$ cat config.mk
export PLATFORM = sky130hd
export DESIGN_NAME = frame_readout_context_compand
export DESIGN_NICKNAME = d
export VERILOG_FILES = /design/src/frame_readout_context_compand.v
export VERILOG_INCLUDE_DIRS = /design/src /design/src/inc
export SDC_FILE = /design/constraint.sdc
export NUM_CORES = 2
export LEC_CHECK = 0
export BUFFER_PORTS_ARGS = -buffer_cell sky130_fd_sc_hd__buf_2
export CAP_MARGIN = 10
export CORE_MARGIN = 1.5
export CORE_UTILIZATION = 46
export CTS_BUF_LIST = sky130_fd_sc_hd__clkbuf_8 sky130_fd_sc_hd__clkbuf_16
export CTS_CLUSTER_DIAMETER = 200
export CTS_CLUSTER_SIZE = 10
export DETAILED_ROUTE_END_ITERATION = 12
export HOLD_SLACK_MARGIN = 0.02
export SLEW_MARGIN = 20
export SYNTH_ARGS = -nofsm -noshare
export SYNTH_HDL_FRONTEND = slang
export SYNTH_SLANG_ARGS = --single-unit
$ cat constraint.sdc
create_clock -name clk_i -period 47.5 [get_ports clk_i]
set_input_delay 7.125 -clock clk_i [delete_from_list [all_inputs] [get_ports clk_i]]
set_output_delay 7.125 -clock clk_i [all_outputs]
set_load 0.005 [all_outputs]
$ cat src/inc/frame_readout_map.vh
// register offsets, reset values and code points of the frame readout block
`ifndef FRAME_READOUT_MAP_VH
`define FRAME_READOUT_MAP_VH
`define A_ROW_FIRST_A 16'h3002
`define A_COL_FIRST_A 16'h3004
`define A_ROW_LAST_A 16'h3006
`define A_COL_LAST_A 16'h3008
`define A_ROWS_PER_FRAME_A 16'h300A
`define A_CLOCKS_PER_ROW_A 16'h300C
`define A_EXPOSURE_ROWS_A 16'h3012
`define A_EXPOSURE_ROWS_B 16'h3016
`define A_CLOCKS_PER_ROW_B 16'h303E
`define A_BINNING_SELECT_AB 16'h3040
`define A_GAIN_GREEN_FIRST_A 16'h3056
`define A_GAIN_BLUE_A 16'h3058
`define A_GAIN_RED_A 16'h305A
`define A_GAIN_GREEN_SECOND_A 16'h305C
`define A_GAIN_OVERALL_A 16'h305E
`define A_ANALOG_GAIN_AB 16'h3060
`define A_COL_FIRST_B 16'h308A
`define A_ROW_FIRST_B 16'h308C
`define A_COL_LAST_B 16'h308E
`define A_ROW_LAST_B 16'h3090
`define A_COL_STEP_A 16'h30A2
`define A_ROW_STEP_A 16'h30A6
`define A_ROW_STEP_B 16'h30A8
`define A_ROWS_PER_FRAME_B 16'h30AA
`define A_COL_STEP_B 16'h30AE
`define A_GAIN_GREEN_FIRST_B 16'h30BC
`define A_GAIN_BLUE_B 16'h30BE
`define A_GAIN_RED_B 16'h30C0
`define A_GAIN_GREEN_SECOND_B 16'h30C2
`define A_GAIN_OVERALL_B 16'h30C4
`define A_CONTEXT_CTRL 16'h30B0
`define A_BLACK_ROWS 16'h3180
`define A_PEDESTAL 16'h30FE
`define A_FRAMING_MODE 16'h31E0
`define A_COMPAND_EN 16'h31D0
`define A_COMPAND_CFG 16'h31AC
`define A_FRAME_COUNT 16'h303A
`define CTX_BIT 13
`define BIN_ROW_A 12
`define BIN_COL_A 13
`define BIN_ROW_B 10
`define BIN_COL_B 11
`define BLACK_LSB 4
`define BLANK_EXTRA 16'h0008
`define COMPAND_KEY 16'h0C0A
`define RST_ROW_LAST 16'h02CF
`define RST_COL_LAST 16'h04FF
`define RST_STEP 16'h0001
`define RST_ROWS_PER_FRAME 16'h02EE
`define RST_CLOCKS_PER_ROW 16'h0672
`define RST_BLACK_ROWS 16'h0080
`define RST_EXPOSURE 16'h0010
`define MODE_PARALLEL 2'h0
`define MODE_BASIC 2'h1
`define MODE_FRAMED 2'h2
`define MODE_PACKET 2'h3
`define CODE_BLANK_ROW 3'h1
`define CODE_FRAME_START 3'h2
`define CODE_ROW_START 3'h3
`define CODE_ROW_END 3'h4
`define CODE_FRAME_END 3'h5
`define PIX_LEAD 16'h0002
`define ROW_TAIL 16'h0004
`endif

$ cat src/frame_readout_context_compand.v
// frame sequencer with two-context shadowed settings and 12-to-10 bit compander
//
// Contract
// - each frame emits its blanking rows first and then its active rows.
// - a frame lasts rows-per-frame rows, each of clocks-per-row clocks, each count raised to its minimum when set lower.
// - the first blanking row opens the frame and the last active row closes it.
// - the parallel side marks frames and rows with frame and row window flags.
// - serial codes follow the framing mode chosen (basic, framed, packet).
// - extra blanking rows stretch the frame but not the active readout span.
// - a setting written during frame n takes effect at the start of frame n+2.
// - two full setting sets exist and bit 13 of the context control picks one.
// - a context change in frame n moves exposure at n+1 and the rest at n+2.
// - exposure, row timing, binning, gains, window and steps are duplicated.
// - pixels may be compressed from 12 to 10 bits with a segmented law.
// - compression acts on the pixel after the pedestal has been added.
// - compression is off at reset and needs enable 1 plus the config key.
// - the compressor maps each input range to its fixed code segment.
// - blanking is at least the optical black row count plus eight rows.
`timescale 1ns/1ps
`include "frame_readout_map.vh"

module frame_readout_context_compand #(
  parameter NREG = 36,
  // reset frame geometry; smaller values give short frames for quick runs
  parameter [15:0] RESET_ROW_LAST = `RST_ROW_LAST,
  parameter [15:0] RESET_COL_LAST = `RST_COL_LAST,
  parameter [15:0] RESET_ROWS = `RST_ROWS_PER_FRAME,
  parameter [15:0] RESET_CLOCKS = `RST_CLOCKS_PER_ROW
) (
  // clock and reset
  input wire clk_i,
  input wire rst_i,
  // register port
  input wire reg_we_i,
  input wire reg_re_i,
  input wire [15:0] reg_addr_i,
  input wire [15:0] reg_wdata_i,
  output reg [15:0] reg_rdata_o,
  // pixel source
  input wire [11:0] pix_i,
  // pixel stream out
  output reg [11:0] pix_o,
  output reg pix_valid_o,
  output reg frame_window_flag_o,
  output reg row_window_flag_o,
  output reg [2:0] code_o,
  output reg code_valid_o,
  output reg frame_start_o,
  // settings in force
  output reg [15:0] exposure_rows_o,
  output reg [5:0] analog_gain_o,
  output reg [15:0] gain_overall_o,
  output reg context_o,
  output reg [1:0] bin_o
);

////////////////////////////////////////////////////////////////////////////////

  localparam [5:0] I_NONE = 6'h3F;

  function [5:0] reg_index;
    input [15:0] a;
    begin
      case (a)
        `A_ROW_FIRST_A: reg_index = 6'd0;
        `A_COL_FIRST_A: reg_index = 6'd1;
        `A_ROW_LAST_A: reg_index = 6'd2;
        `A_COL_LAST_A: reg_index = 6'd3;
        `A_ROWS_PER_FRAME_A: reg_index = 6'd4;
        `A_CLOCKS_PER_ROW_A: reg_index = 6'd5;
        `A_EXPOSURE_ROWS_A: reg_index = 6'd6;
        `A_EXPOSURE_ROWS_B: reg_index = 6'd7;
        `A_CLOCKS_PER_ROW_B: reg_index = 6'd8;
        `A_BINNING_SELECT_AB: reg_index = 6'd9;
        `A_GAIN_GREEN_FIRST_A: reg_index = 6'd10;
        `A_GAIN_BLUE_A: reg_index = 6'd11;
        `A_GAIN_RED_A: reg_index = 6'd12;
        `A_GAIN_GREEN_SECOND_A: reg_index = 6'd13;
        `A_GAIN_OVERALL_A: reg_index = 6'd14;
        `A_ANALOG_GAIN_AB: reg_index = 6'd15;
        `A_COL_FIRST_B: reg_index = 6'd16;
        `A_ROW_FIRST_B: reg_index = 6'd17;
        `A_COL_LAST_B: reg_index = 6'd18;
        `A_ROW_LAST_B: reg_index = 6'd19;
        `A_COL_STEP_A: reg_index = 6'd20;
        `A_ROW_STEP_A: reg_index = 6'd21;
        `A_ROW_STEP_B: reg_index = 6'd22;
        `A_ROWS_PER_FRAME_B: reg_index = 6'd23;
        `A_COL_STEP_B: reg_index = 6'd24;
        `A_GAIN_GREEN_FIRST_B: reg_index = 6'd25;
        `A_GAIN_BLUE_B: reg_index = 6'd26;
        `A_GAIN_RED_B: reg_index = 6'd27;
        `A_GAIN_GREEN_SECOND_B: reg_index = 6'd28;
        `A_GAIN_OVERALL_B: reg_index = 6'd29;
        `A_CONTEXT_CTRL: reg_index = 6'd30;
        `A_BLACK_ROWS: reg_index = 6'd31;
        `A_PEDESTAL: reg_index = 6'd32;
        `A_FRAMING_MODE: reg_index = 6'd33;
        `A_COMPAND_EN: reg_index = 6'd34;
        `A_COMPAND_CFG: reg_index = 6'd35;
        default: reg_index = I_NONE;
      endcase
    end
  endfunction

  // both contexts share one reset image
  function [15:0] reset_value;
    input integer i;
    begin
      case (i)
        2, 19: reset_value = RESET_ROW_LAST;
        3, 18: reset_value = RESET_COL_LAST;
        4, 23: reset_value = RESET_ROWS;
        5, 8: reset_value = RESET_CLOCKS;
        6, 7: reset_value = `RST_EXPOSURE;
        20, 21, 22, 24: reset_value = `RST_STEP;
        31: reset_value = `RST_BLACK_ROWS;
        default: reset_value = 16'h0000;
      endcase
    end
  endfunction

  function [15:0] pick;
    input sel_b;
    input [15:0] a;
    input [15:0] b;
    begin
      pick = sel_b ? b : a;
    end
  endfunction

  // a step of 3 halves the span (skip or bin by two)
  function [15:0] span;
    input [15:0] first;
    input [15:0] last;
    input [15:0] step;
    reg [15:0] d;
    begin
      d = last - first + 16'h0001;
      span = step[1] ? {1'b0, d[15:1]} : d;
    end
  endfunction

  function [9:0] compress;
    input [11:0] x;
    begin
      if (x[11])
        compress = {2'b11, x[10:3]};
      else if (x[10])
        compress = {2'b10, x[9:2]};
      else if (x[9])
        compress = {3'b011, x[8:2]};
      else if (x[8])
        compress = {3'b010, x[7:1]};
      else
        compress = {2'b00, x[7:0]};
    end
  endfunction

////////////////////////////////////////////////////////////////////////////////
// three copies: as written, latched one frame, in force

  reg [15:0] wr_q [0:NREG-1];
  reg [15:0] stage_q [0:NREG-1];
  reg [15:0] live_q [0:NREG-1];
  reg [15:0] row_q;
  reg [15:0] col_q;
  reg [15:0] frame_cnt_q;
  reg row_win_q;
  reg [5:0] wr_idx;
  reg [5:0] rd_idx;
  integer i;

  always @* begin
    wr_idx = reg_index(reg_addr_i);
    rd_idx = reg_index(reg_addr_i);
  end

  wire ctx_live = live_q[30][`CTX_BIT];
  wire ctx_stage = stage_q[30][`CTX_BIT];

  wire [15:0] row_first = pick(ctx_live, live_q[0], live_q[17]);
  wire [15:0] col_first = pick(ctx_live, live_q[1], live_q[16]);
  wire [15:0] row_last = pick(ctx_live, live_q[2], live_q[19]);
  wire [15:0] col_last = pick(ctx_live, live_q[3], live_q[18]);
  wire [15:0] rows_set = pick(ctx_live, live_q[4], live_q[23]);
  wire [15:0] clocks_set = pick(ctx_live, live_q[5], live_q[8]);
  wire [15:0] row_step = pick(ctx_live, live_q[21], live_q[22]);
  wire [15:0] col_step = pick(ctx_live, live_q[20], live_q[24]);
  wire [15:0] gain_all = pick(ctx_live, live_q[14], live_q[29]);
  wire [15:0] gain_reg = live_q[15];
  wire [15:0] bin_reg = live_q[9];

  // exposure follows the context one frame earlier than the rest
  wire [15:0] exposure = pick(ctx_stage, live_q[6], live_q[7]);

////////////////////////////////////////////////////////////////////////////////
// frame geometry

  wire [15:0] act_rows = span(row_first, row_last, row_step);
  wire [15:0] act_cols = span(col_first, col_last, col_step);
  wire [15:0] black_rows = {12'h000, live_q[31][`BLACK_LSB+3:`BLACK_LSB]};
  wire [15:0] min_blank = black_rows + `BLANK_EXTRA;
  wire [15:0] rows_min = act_rows + min_blank;
  wire [15:0] cols_min = act_cols + `ROW_TAIL;

  // too short a frame is stretched rather than losing active rows
  wire [15:0] rows_eff = (rows_set < rows_min) ? rows_min : rows_set;
  wire [15:0] clocks_eff = (clocks_set < cols_min) ? cols_min : clocks_set;
  wire [15:0] blank_rows = rows_eff - act_rows;

  wire last_col = (col_q == clocks_eff - 16'h0001);
  wire last_row = (row_q == rows_eff - 16'h0001);
  wire frame_end = last_col && last_row;
  wire in_active = (row_q >= blank_rows);
  wire [15:0] pix_end = `PIX_LEAD + act_cols;
  wire row_win = in_active && (col_q >= `PIX_LEAD) && (col_q < pix_end);

  always @(posedge clk_i or posedge rst_i) begin
    if (rst_i) begin
      row_q <= 16'h0000;
      col_q <= 16'h0000;
      frame_cnt_q <= 16'h0000;
    end else if (last_col) begin
      col_q <= 16'h0000;
      if (last_row) begin
        row_q <= 16'h0000;
        frame_cnt_q <= frame_cnt_q + 16'h0001;
      end else begin
        row_q <= row_q + 16'h0001;
      end
    end else begin
      col_q <= col_q + 16'h0001;
    end
  end

////////////////////////////////////////////////////////////////////////////////
// settings pipeline, advanced only at frame boundaries

  always @(posedge clk_i or posedge rst_i) begin
    if (rst_i) begin
      for (i = 0; i < NREG; i = i + 1) begin
        wr_q[i] <= reset_value(i);
        stage_q[i] <= reset_value(i);
        live_q[i] <= reset_value(i);
      end
    end else begin
      if (reg_we_i && wr_idx != I_NONE)
        wr_q[wr_idx] <= reg_wdata_i;
      if (frame_end) begin
        for (i = 0; i < NREG; i = i + 1) begin
          // a write on the boundary cycle still belongs to frame n
          if (reg_we_i && wr_idx == i[5:0])
            stage_q[i] <= reg_wdata_i;
          else
            stage_q[i] <= wr_q[i];
          live_q[i] <= stage_q[i];
        end
      end
    end
  end

  always @(posedge clk_i or posedge rst_i) begin
    if (rst_i) begin
      reg_rdata_o <= 16'h0000;
    end else if (reg_re_i) begin
      if (reg_addr_i == `A_FRAME_COUNT)
        reg_rdata_o <= frame_cnt_q;
      else if (rd_idx != I_NONE)
        reg_rdata_o <= wr_q[rd_idx];
      else
        reg_rdata_o <= 16'h0000;
    end
  end

////////////////////////////////////////////////////////////////////////////////
// serial framing codes

  wire [1:0] mode = live_q[33][1:0];
  reg [2:0] code_d;
  reg code_v_d;

  always @* begin
    code_d = 3'h0;
    code_v_d = 1'b0;
    if (col_q == 16'h0000) begin
      if (mode == `MODE_FRAMED && row_q == 16'h0000) begin
        code_d = `CODE_FRAME_START;
        code_v_d = 1'b1;
      end else if (mode == `MODE_PACKET && row_q == blank_rows) begin
        code_d = `CODE_FRAME_START;
        code_v_d = 1'b1;
      end
    end else if (col_q == 16'h0001) begin
      if (!in_active && (mode == `MODE_BASIC || mode == `MODE_FRAMED)) begin
        code_d = `CODE_BLANK_ROW;
        code_v_d = 1'b1;
      end else if (in_active && mode != `MODE_PARALLEL) begin
        code_d = `CODE_ROW_START;
        code_v_d = 1'b1;
      end
    end else if (mode == `MODE_PACKET && in_active) begin
      if (col_q == pix_end) begin
        code_d = `CODE_ROW_END;
        code_v_d = 1'b1;
      end else if (col_q == pix_end + 16'h0001 && last_row) begin
        code_d = `CODE_FRAME_END;
        code_v_d = 1'b1;
      end
    end
  end

////////////////////////////////////////////////////////////////////////////////
// pixel path: pedestal, then optional compander

  wire [12:0] ped_sum = {1'b0, pix_i} + {1'b0, live_q[32][11:0]};
  wire [11:0] ped_pix = ped_sum[12] ? 12'hFFF : ped_sum[11:0];
  // enable alone is not enough; the key guards against a half setup
  wire comp_on = live_q[34][0] && (live_q[35] == `COMPAND_KEY);

  always @(posedge clk_i or posedge rst_i) begin
    if (rst_i) begin
      pix_o <= 12'h000;
      pix_valid_o <= 1'b0;
    end else begin
      pix_valid_o <= row_win_q;
      if (row_win_q) begin
        if (comp_on)
          pix_o <= {2'b00, compress(ped_pix)};
        else
          pix_o <= ped_pix;
      end
    end
  end

////////////////////////////////////////////////////////////////////////////////
// registered outputs

  always @(posedge clk_i or posedge rst_i) begin
    if (rst_i) begin
      row_win_q <= 1'b0;
      row_window_flag_o <= 1'b0;
      frame_window_flag_o <= 1'b0;
      code_o <= 3'h0;
      code_valid_o <= 1'b0;
      frame_start_o <= 1'b0;
      exposure_rows_o <= 16'h0000;
      analog_gain_o <= 6'h00;
      gain_overall_o <= 16'h0000;
      context_o <= 1'b0;
      bin_o <= 2'b00;
    end else begin
      row_win_q <= row_win;
      row_window_flag_o <= row_win;
      frame_window_flag_o <= in_active;
      code_o <= code_d;
      code_valid_o <= code_v_d;
      frame_start_o <= (row_q == 16'h0000) && (col_q == 16'h0000);
      exposure_rows_o <= exposure;
      context_o <= ctx_live;
      gain_overall_o <= gain_all;
      if (ctx_live) begin
        analog_gain_o <= {gain_reg[13:12], gain_reg[11:8]};
        bin_o <= {bin_reg[`BIN_ROW_B], bin_reg[`BIN_COL_B]};
      end else begin
        analog_gain_o <= gain_reg[5:0];
        bin_o <= {bin_reg[`BIN_ROW_A], bin_reg[`BIN_COL_A]};
      end
    end
  end

endmodule // frame_readout_context_compand

* Word-level counts from Yosys, hierarchy flattened
Index checks and enable logic that the tools add are counted.
Word-level totals: register bits 1391, bits of input ports 48, output and inout bits 77, word-level logic and storage cells 334
Cells by class: add/sub/neg operators 16, $lt $le $gt $ge 7, equal/unequal tests 75, mux-type cells 79, bitwise logic cells 1, reduce and logical (&&, ||, !) cells 48
Operators by type and width (count):
- $eq 16x14->1 const B | 37
- $bwmux 576 | 1
- $mux 16 | 36
- $pmux 6 s36 | 1
- $add 16x1->16 const B | 6
- $bmux 16 s6 | 1
- $demux 16 s6 | 1
- $eq 16x16->1 | 5
- $eq 6x5->1 const B | 12
- $lt 16x16->1 | 3
- $sub 16x16->16 | 3
- $mux 14 | 3
- $logic_and 1x1->1 | 41
- $mux 12 | 3
- $logic_not 16->1 | 2
- $sub 16x1->16 const B | 2
- $eq 6x3->1 const B | 4
- $eq 6x4->1 const B | 4
- $eq 6x6->1 const B | 4
- $mux 2 | 12
- $mux 10 | 2
- $mux 9 | 2
- $add 16x3->16 const B | 1
- $add 16x5->16 | 1
- other kinds (24) | 39

* Depth between registers and ports, before layout
depth in word-level cells 15, depth in mapped cells 63

* Worst setup path after synthesis
OpenSTA, ideal clock, no wires.
path kind reg2reg, start point register live_q, in the netlist ctx_live, end point register code_valid_o, library setup time 0.136 ns, arrival 12.934 ns, data required time 47.364 ns, setup slack 34.430 ns, stages on the path, launching flop included 58, buffers on the path 9, period minus slack after synthesis 13.070 ns, cells stage by stage dfrtp_1 buf_4 buf_2 buf_1 buf_1 clkbuf_1 clkbuf_1 clkbuf_1 mux2_2 ha_1 inv_1 ha_1 fa_1 a21o_1 a21oi_1 xor2_1 o21ai_0 ha_1 [... 22 more ...] a21boi_0 o21ai_0 a21oi_1 o21ai_0 nand2b_1 and2_1 o21ai_0 nand2b_1 a21o_1 a21oi_1 xor2_1 ha_1 nor2b_1 o21ai_0 nand2_1 and4_1 o21a_1 or3b_2
Between the ends: elaborated cells between the ends (all ways) 40
RTL lines:
- start: declaration | RTL line frame_readout_context_compand.v:165 | reg [15:0] live_q [0:NREG-1];
- start signal: indexed assignment | RTL line frame_readout_context_compand.v:245 | live_q[i] <= reset_value(i);
- start signal: indexed assignment | RTL line frame_readout_context_compand.v:257 | live_q[i] <= stage_q[i];
- $mux 16 | RTL line frame_readout_context_compand.v:128 | pick = sel_b ? b : a;
- $sub 16x16->16 | RTL line frame_readout_context_compand.v:139 | d = last - first + 16'h0001;
- $add 16x1->16 | RTL line frame_readout_context_compand.v:139
- $mux 16 | RTL line frame_readout_context_compand.v:140 | span = step[1] ? {1'b0, d[15:1]} : d;
- $add 16x5->16 | RTL line frame_readout_context_compand.v:204 | wire [15:0] rows_min = act_rows + min_blank;
- $lt 16x16->1 | RTL line frame_readout_context_compand.v:208 | wire [15:0] rows_eff = (rows_set < rows_min) ? rows_min : rows_set;
- $mux 16 | RTL line frame_readout_context_compand.v:208
- $sub 16x16->16 * | RTL line frame_readout_context_compand.v:210 | wire [15:0] blank_rows = rows_eff - act_rows;
- $ge 16x16->1 * | RTL line frame_readout_context_compand.v:215 | wire in_active = (row_q >= blank_rows);
- named net in_active | RTL line frame_readout_context_compand.v:215
- $logic_and 1x1->1 (no source line) / $logic_not 1->1 (equally long branches)
- $mux 1 / $logic_and 1x1->1 (equally long branches) | RTL line frame_readout_context_compand.v:298, frame_readout_context_compand.v:295
- $mux 1 | RTL line frame_readout_context_compand.v:295 | if (!in_active && (mode == `MODE_BASIC || mode == `MODE_FRAMED)) begin
- $mux 1 * | RTL line frame_readout_context_compand.v:294 | end else if (col_q == 16'h0001) begin
- $mux 1 * | RTL line frame_readout_context_compand.v:286 | if (col_q == 16'h0000) begin
- named net code_v_d | RTL line frame_readout_context_compand.v:281 | reg code_v_d;
- end signal: assignment | RTL line frame_readout_context_compand.v:357 | code_valid_o <= code_v_d;
- end: declaration | RTL line frame_readout_context_compand.v:47 | output reg code_valid_o,
The timed path passes the listed nets; every way through them passes the cells marked *. A chain may end at the register's enable or synchronous reset.

* Worst setup path in the final report
start point register live_q, in the netlist ctx_live, end point register stage_q[268] (netlist name)
Between the ends: longest elaborated chain between the ends 10, elaborated cells between the ends (all ways) 25
RTL lines:
- $mux 16 | RTL line frame_readout_context_compand.v:128
- $sub 16x16->16 | RTL line frame_readout_context_compand.v:139
- $add 16x1->16 | RTL line frame_readout_context_compand.v:139
- $mux 16 | RTL line frame_readout_context_compand.v:140
- $add 16x3->16 (no source line) / $add 16x5->16 (equally long branches)
- $lt 16x16->1 (on tied branches) | RTL line frame_readout_context_compand.v:209, frame_readout_context_compand.v:208
- $mux 16 (on tied branches) | RTL line frame_readout_context_compand.v:209, frame_readout_context_compand.v:208
- $sub 16x1->16 (on tied branches) | RTL line frame_readout_context_compand.v:212, frame_readout_context_compand.v:213
- $eq 16x16->1 (on tied branches) | RTL line frame_readout_context_compand.v:212, frame_readout_context_compand.v:213
- $logic_and 1x1->1 * | RTL line frame_readout_context_compand.v:214 | wire frame_end = last_col && last_row;
- end signal: indexed assignment | RTL line frame_readout_context_compand.v:244 | stage_q[i] <= reset_value(i);
- end signal: indexed assignment | RTL line frame_readout_context_compand.v:254 | stage_q[i] <= reg_wdata_i;
- end signal: indexed assignment | RTL line frame_readout_context_compand.v:256 | stage_q[i] <= wr_q[i];
- end: declaration | RTL line frame_readout_context_compand.v:164 | reg [15:0] stage_q [0:NREG-1];
Mark *: on every way between the ends. The rest lies on a longest branch, timed or not.

==> results.yml <==
grt:
  grt.met3_usage: 0.0399
  use_met2: 0.414
  antenna_found_initial: 12
  grt_pass1_wl_um: 293000
  grt-busiest-layer: "met2"
  grt.total_usage: 0.263
  gr-total-overflow: 0
  grt_pass1_vias: 44800
  use_met1: 0.378
  grt_max_degree: 180
yosys:
  synthSimpleGateAreaFrac: 0.0741
  ys_warn_count: 0
  syn_avg_cell_area_um2: 12.2
  synthAdderAreaFrac: 0.0337
  synth_area_mm2: 0.0664
  synth_top_family_by_area: "multiplexers"
  synth_compound_area_frac: 0.0862
  synth-edff-count: 0
  seq_area_frac_synth: 0.503
  ys_ff_latch: 1325
  synthXorXnorAreaFrac: 0.0238
  synth_flop_cell: "dfrtp_1"
  synthCells: 5453
  syn-num-nets: 5677
  async_flop_share: 1.00
  synthMuxAreaShare: 0.250
  yosysUniqueCellTypes: 94
clock_network:
  cts.clk_slew.worst_paths_ns: 0.06
  cts-resized-gates: 0
  numCtsBuffers: 150
  htreeDepth: 4
  worstSkewPairLatency_ns: 0.79
  clockBufferDepth: 3
  cts_hold_buf: 0
  cts_tree: "done"
  post_cts.repair.setup_buffers: 0
  cts_root_buf: "clkbuf_16"
  clock_sinks: 1325
floorplan:
  die_w_um: 383
  dieArea_mm2: 0.147
  core_area_mm2: 0.143
  die_h_um: 383
  initial_core_util: 0.463
  io_pins: 125
  rows: 139
cells_and_area:
  fillers: 12700
  largest_reg_flops: 576
  fin_util: 0.509
  final_common_cell: "mux2_2"
  layout.nets: 5698
  largestRegisters: "wr_q: 576 flops, stage_q: 311 flops, live_q: 291 flops"
  multi_input_area_mm2: 0.0312
  flow.area_growth_from_synthesis_pct: 10.0
  fin_area_mm2: 0.0730
  layout_common_cells: "mux2_2 (1347), dfrtp_1 (1137), nand2_1 (246), nor2_1 (242), inv_1 (191)"
  regArea_mm2: 0.0334
  drive_gt1_frac: 0.354
  regMostFlops: "wr_q"
worst_setup_path:
  arrival_ns: 14.64
  cpPeakStageDelay_ns: 0.95
  slowest_stage: "a2111oi_4"
  crit_required_ns: 48.16
  critPathMaxFanout: 179
  cp_num_buf_inv: 7
  crit_type: "reg -> reg"
  worstSetupEndpointType: "flip-flop"
  path_delay_family: "buffers and inverters"
  crit_path_start_kind: "flip-flop"
drt:
  wire_per_inst_um: 25.9
  drtIter0Drc: 3488
  ant_nets: 0
  routed_wl_um: 194000
  avgViaCountPerCell: 5.98
  dr.pass1.iters: 6
  via_count: 44700
  drc_errors: 0
sta:
  slew_viol_final: 0
  whs_ns: 0.473
  relSlewSlack: 0.185
  clock_skew_ns: 0.0382
  finalSetupTns_ns: 0
  setup_viol: 0
  fmax_mhz: 71.5
  rsz0062_at_grt: "false"
  post-route-period-util: 0.294
  min_period_ns: 13.98
  hold_viol: 0
  tightest_slew_ns: 1.22
outcome:
  status: "completed"
place:
  detailed_place_hpwl_um: 132000
  gp_congestion: 0.920
  portBuffers: 124
  post_dp_cell_area_mm2: 0.0687
power_and_ir_drop:
  p_per_area_mw_per_mm2: 30.4
  leakage_nw: 35.2
  peakVddDrop_mv: 0.0394
flow_run:
  cap_violations: 0
min_path:
  hp-class: "reg -> reg"
## area by class of cell
class                           count  share of cell area
Multi-Input combinational cell   3686               0.427
Clock buffer                      152              0.0521
Antenna cell                        2           0.0000685
Timing Repair Buffer              217              0.0191
Sequential cell                  1325               0.457
Clock inverter                    108             0.00679
Tap cell                         1903              0.0326
Inverter                           94             0.00493
## cell families after synthesis
kind of cell             Yosys count
adder cells (fa/ha/maj)          176
AND/OR/NAND/NOR                  998
XOR/XNOR                         177
buffers and inverters            442
multiplexers                    1484
flip-flops                      1325
AO/OA/AOI/OAI                    851
## through the flow
| stage | power (mW) | worst slack [ns] | cells |
|---|---|---|---|
| floorplan | 1.18 | 3.33 | 5453 |
| global placement | 1.21 | 33.53 | 7223 |
| detailed placement | 1.21 | 33.37 | 7223 |
| CTS | 2.25 | 33.30 | 7483 |
| global route | 2.29 | 32.76 | 7486 |
| finish | 2.22 | 33.52 | 7487 |
## layer usage
| metal | wire length (um) | vias to the layer above |
|---|---|---|
| met5 | 52 | - |
| met4 | 4980 | 8 |
| met3 | 9500 | 257 |
| met2 | 89400 | 1184 |
| met1 | 89900 | 23200 |
| li1 | - | 20000 |
## synthesized netlist by cell type (21+ instances only)
library cell     n  area [um2]
xor2_1          65         569
a21o_1          37         278
inv_1           94         353
nor2b_1         27         169
o21a_1          21         158
or3_1           31         194
nand4_1         46         288
o211ai_1        52         390
nor2_1         244         916
mux2_2        1347       15200
dfrtp_1       1138       28500
a21oi_1        191         956
nand2b_1        28         175
o221ai_1        35         307
o22ai_1        126         788
a2111oi_0       24         210
nor4_1          40         250
nand2_1        249         935
and3_1          42         263
mux2i_1        110        1100
nand3_1        115         576
buf_1           32         120
mux2_1          26         293
buf_4           55         413
clkbuf_1       227         852
a211oi_1        22         165
dfstp_2        187        4910
and2_1          27         169
ha_1           171        2140
xnor2_1        110         963
nor3_1          73         365
buf_2           28         140
o21ai_0        162         811
## worst min-delay path, delay by kind of cell, from the launching register on
| kind | cells | cell delay (ns) |
|---|---|---|
| DFF | 1 | 0.34 |
| and+or+nand+nor | 2 | 0.10 |
## path summary, 6_finish.rpt
kind,startpoint,endpoint,slack [ns],depth (start not counted)
worst min register to register,pix_o[6],pix_o[6],0.47,2
max in group asynchronous,rst_i,live_q[562],37.71,5
worst max-delay path,ctx_live,stage_q[268],33.52,34
min in group asynchronous,rst_i,live_q[476],6.57,2
worst max register to register,ctx_live,stage_q[268],33.52,34
worst min-delay path,pix_o[6],pix_o[6],0.47,2
## power breakdown
part	internal (mW)	switching, mW
logic	0.00906	0.0444
clock network	0.575	0.460
registers	1.13	0.00146
total	1.72	0.506
Note: power is estimated with default switching activity, not from simulation.
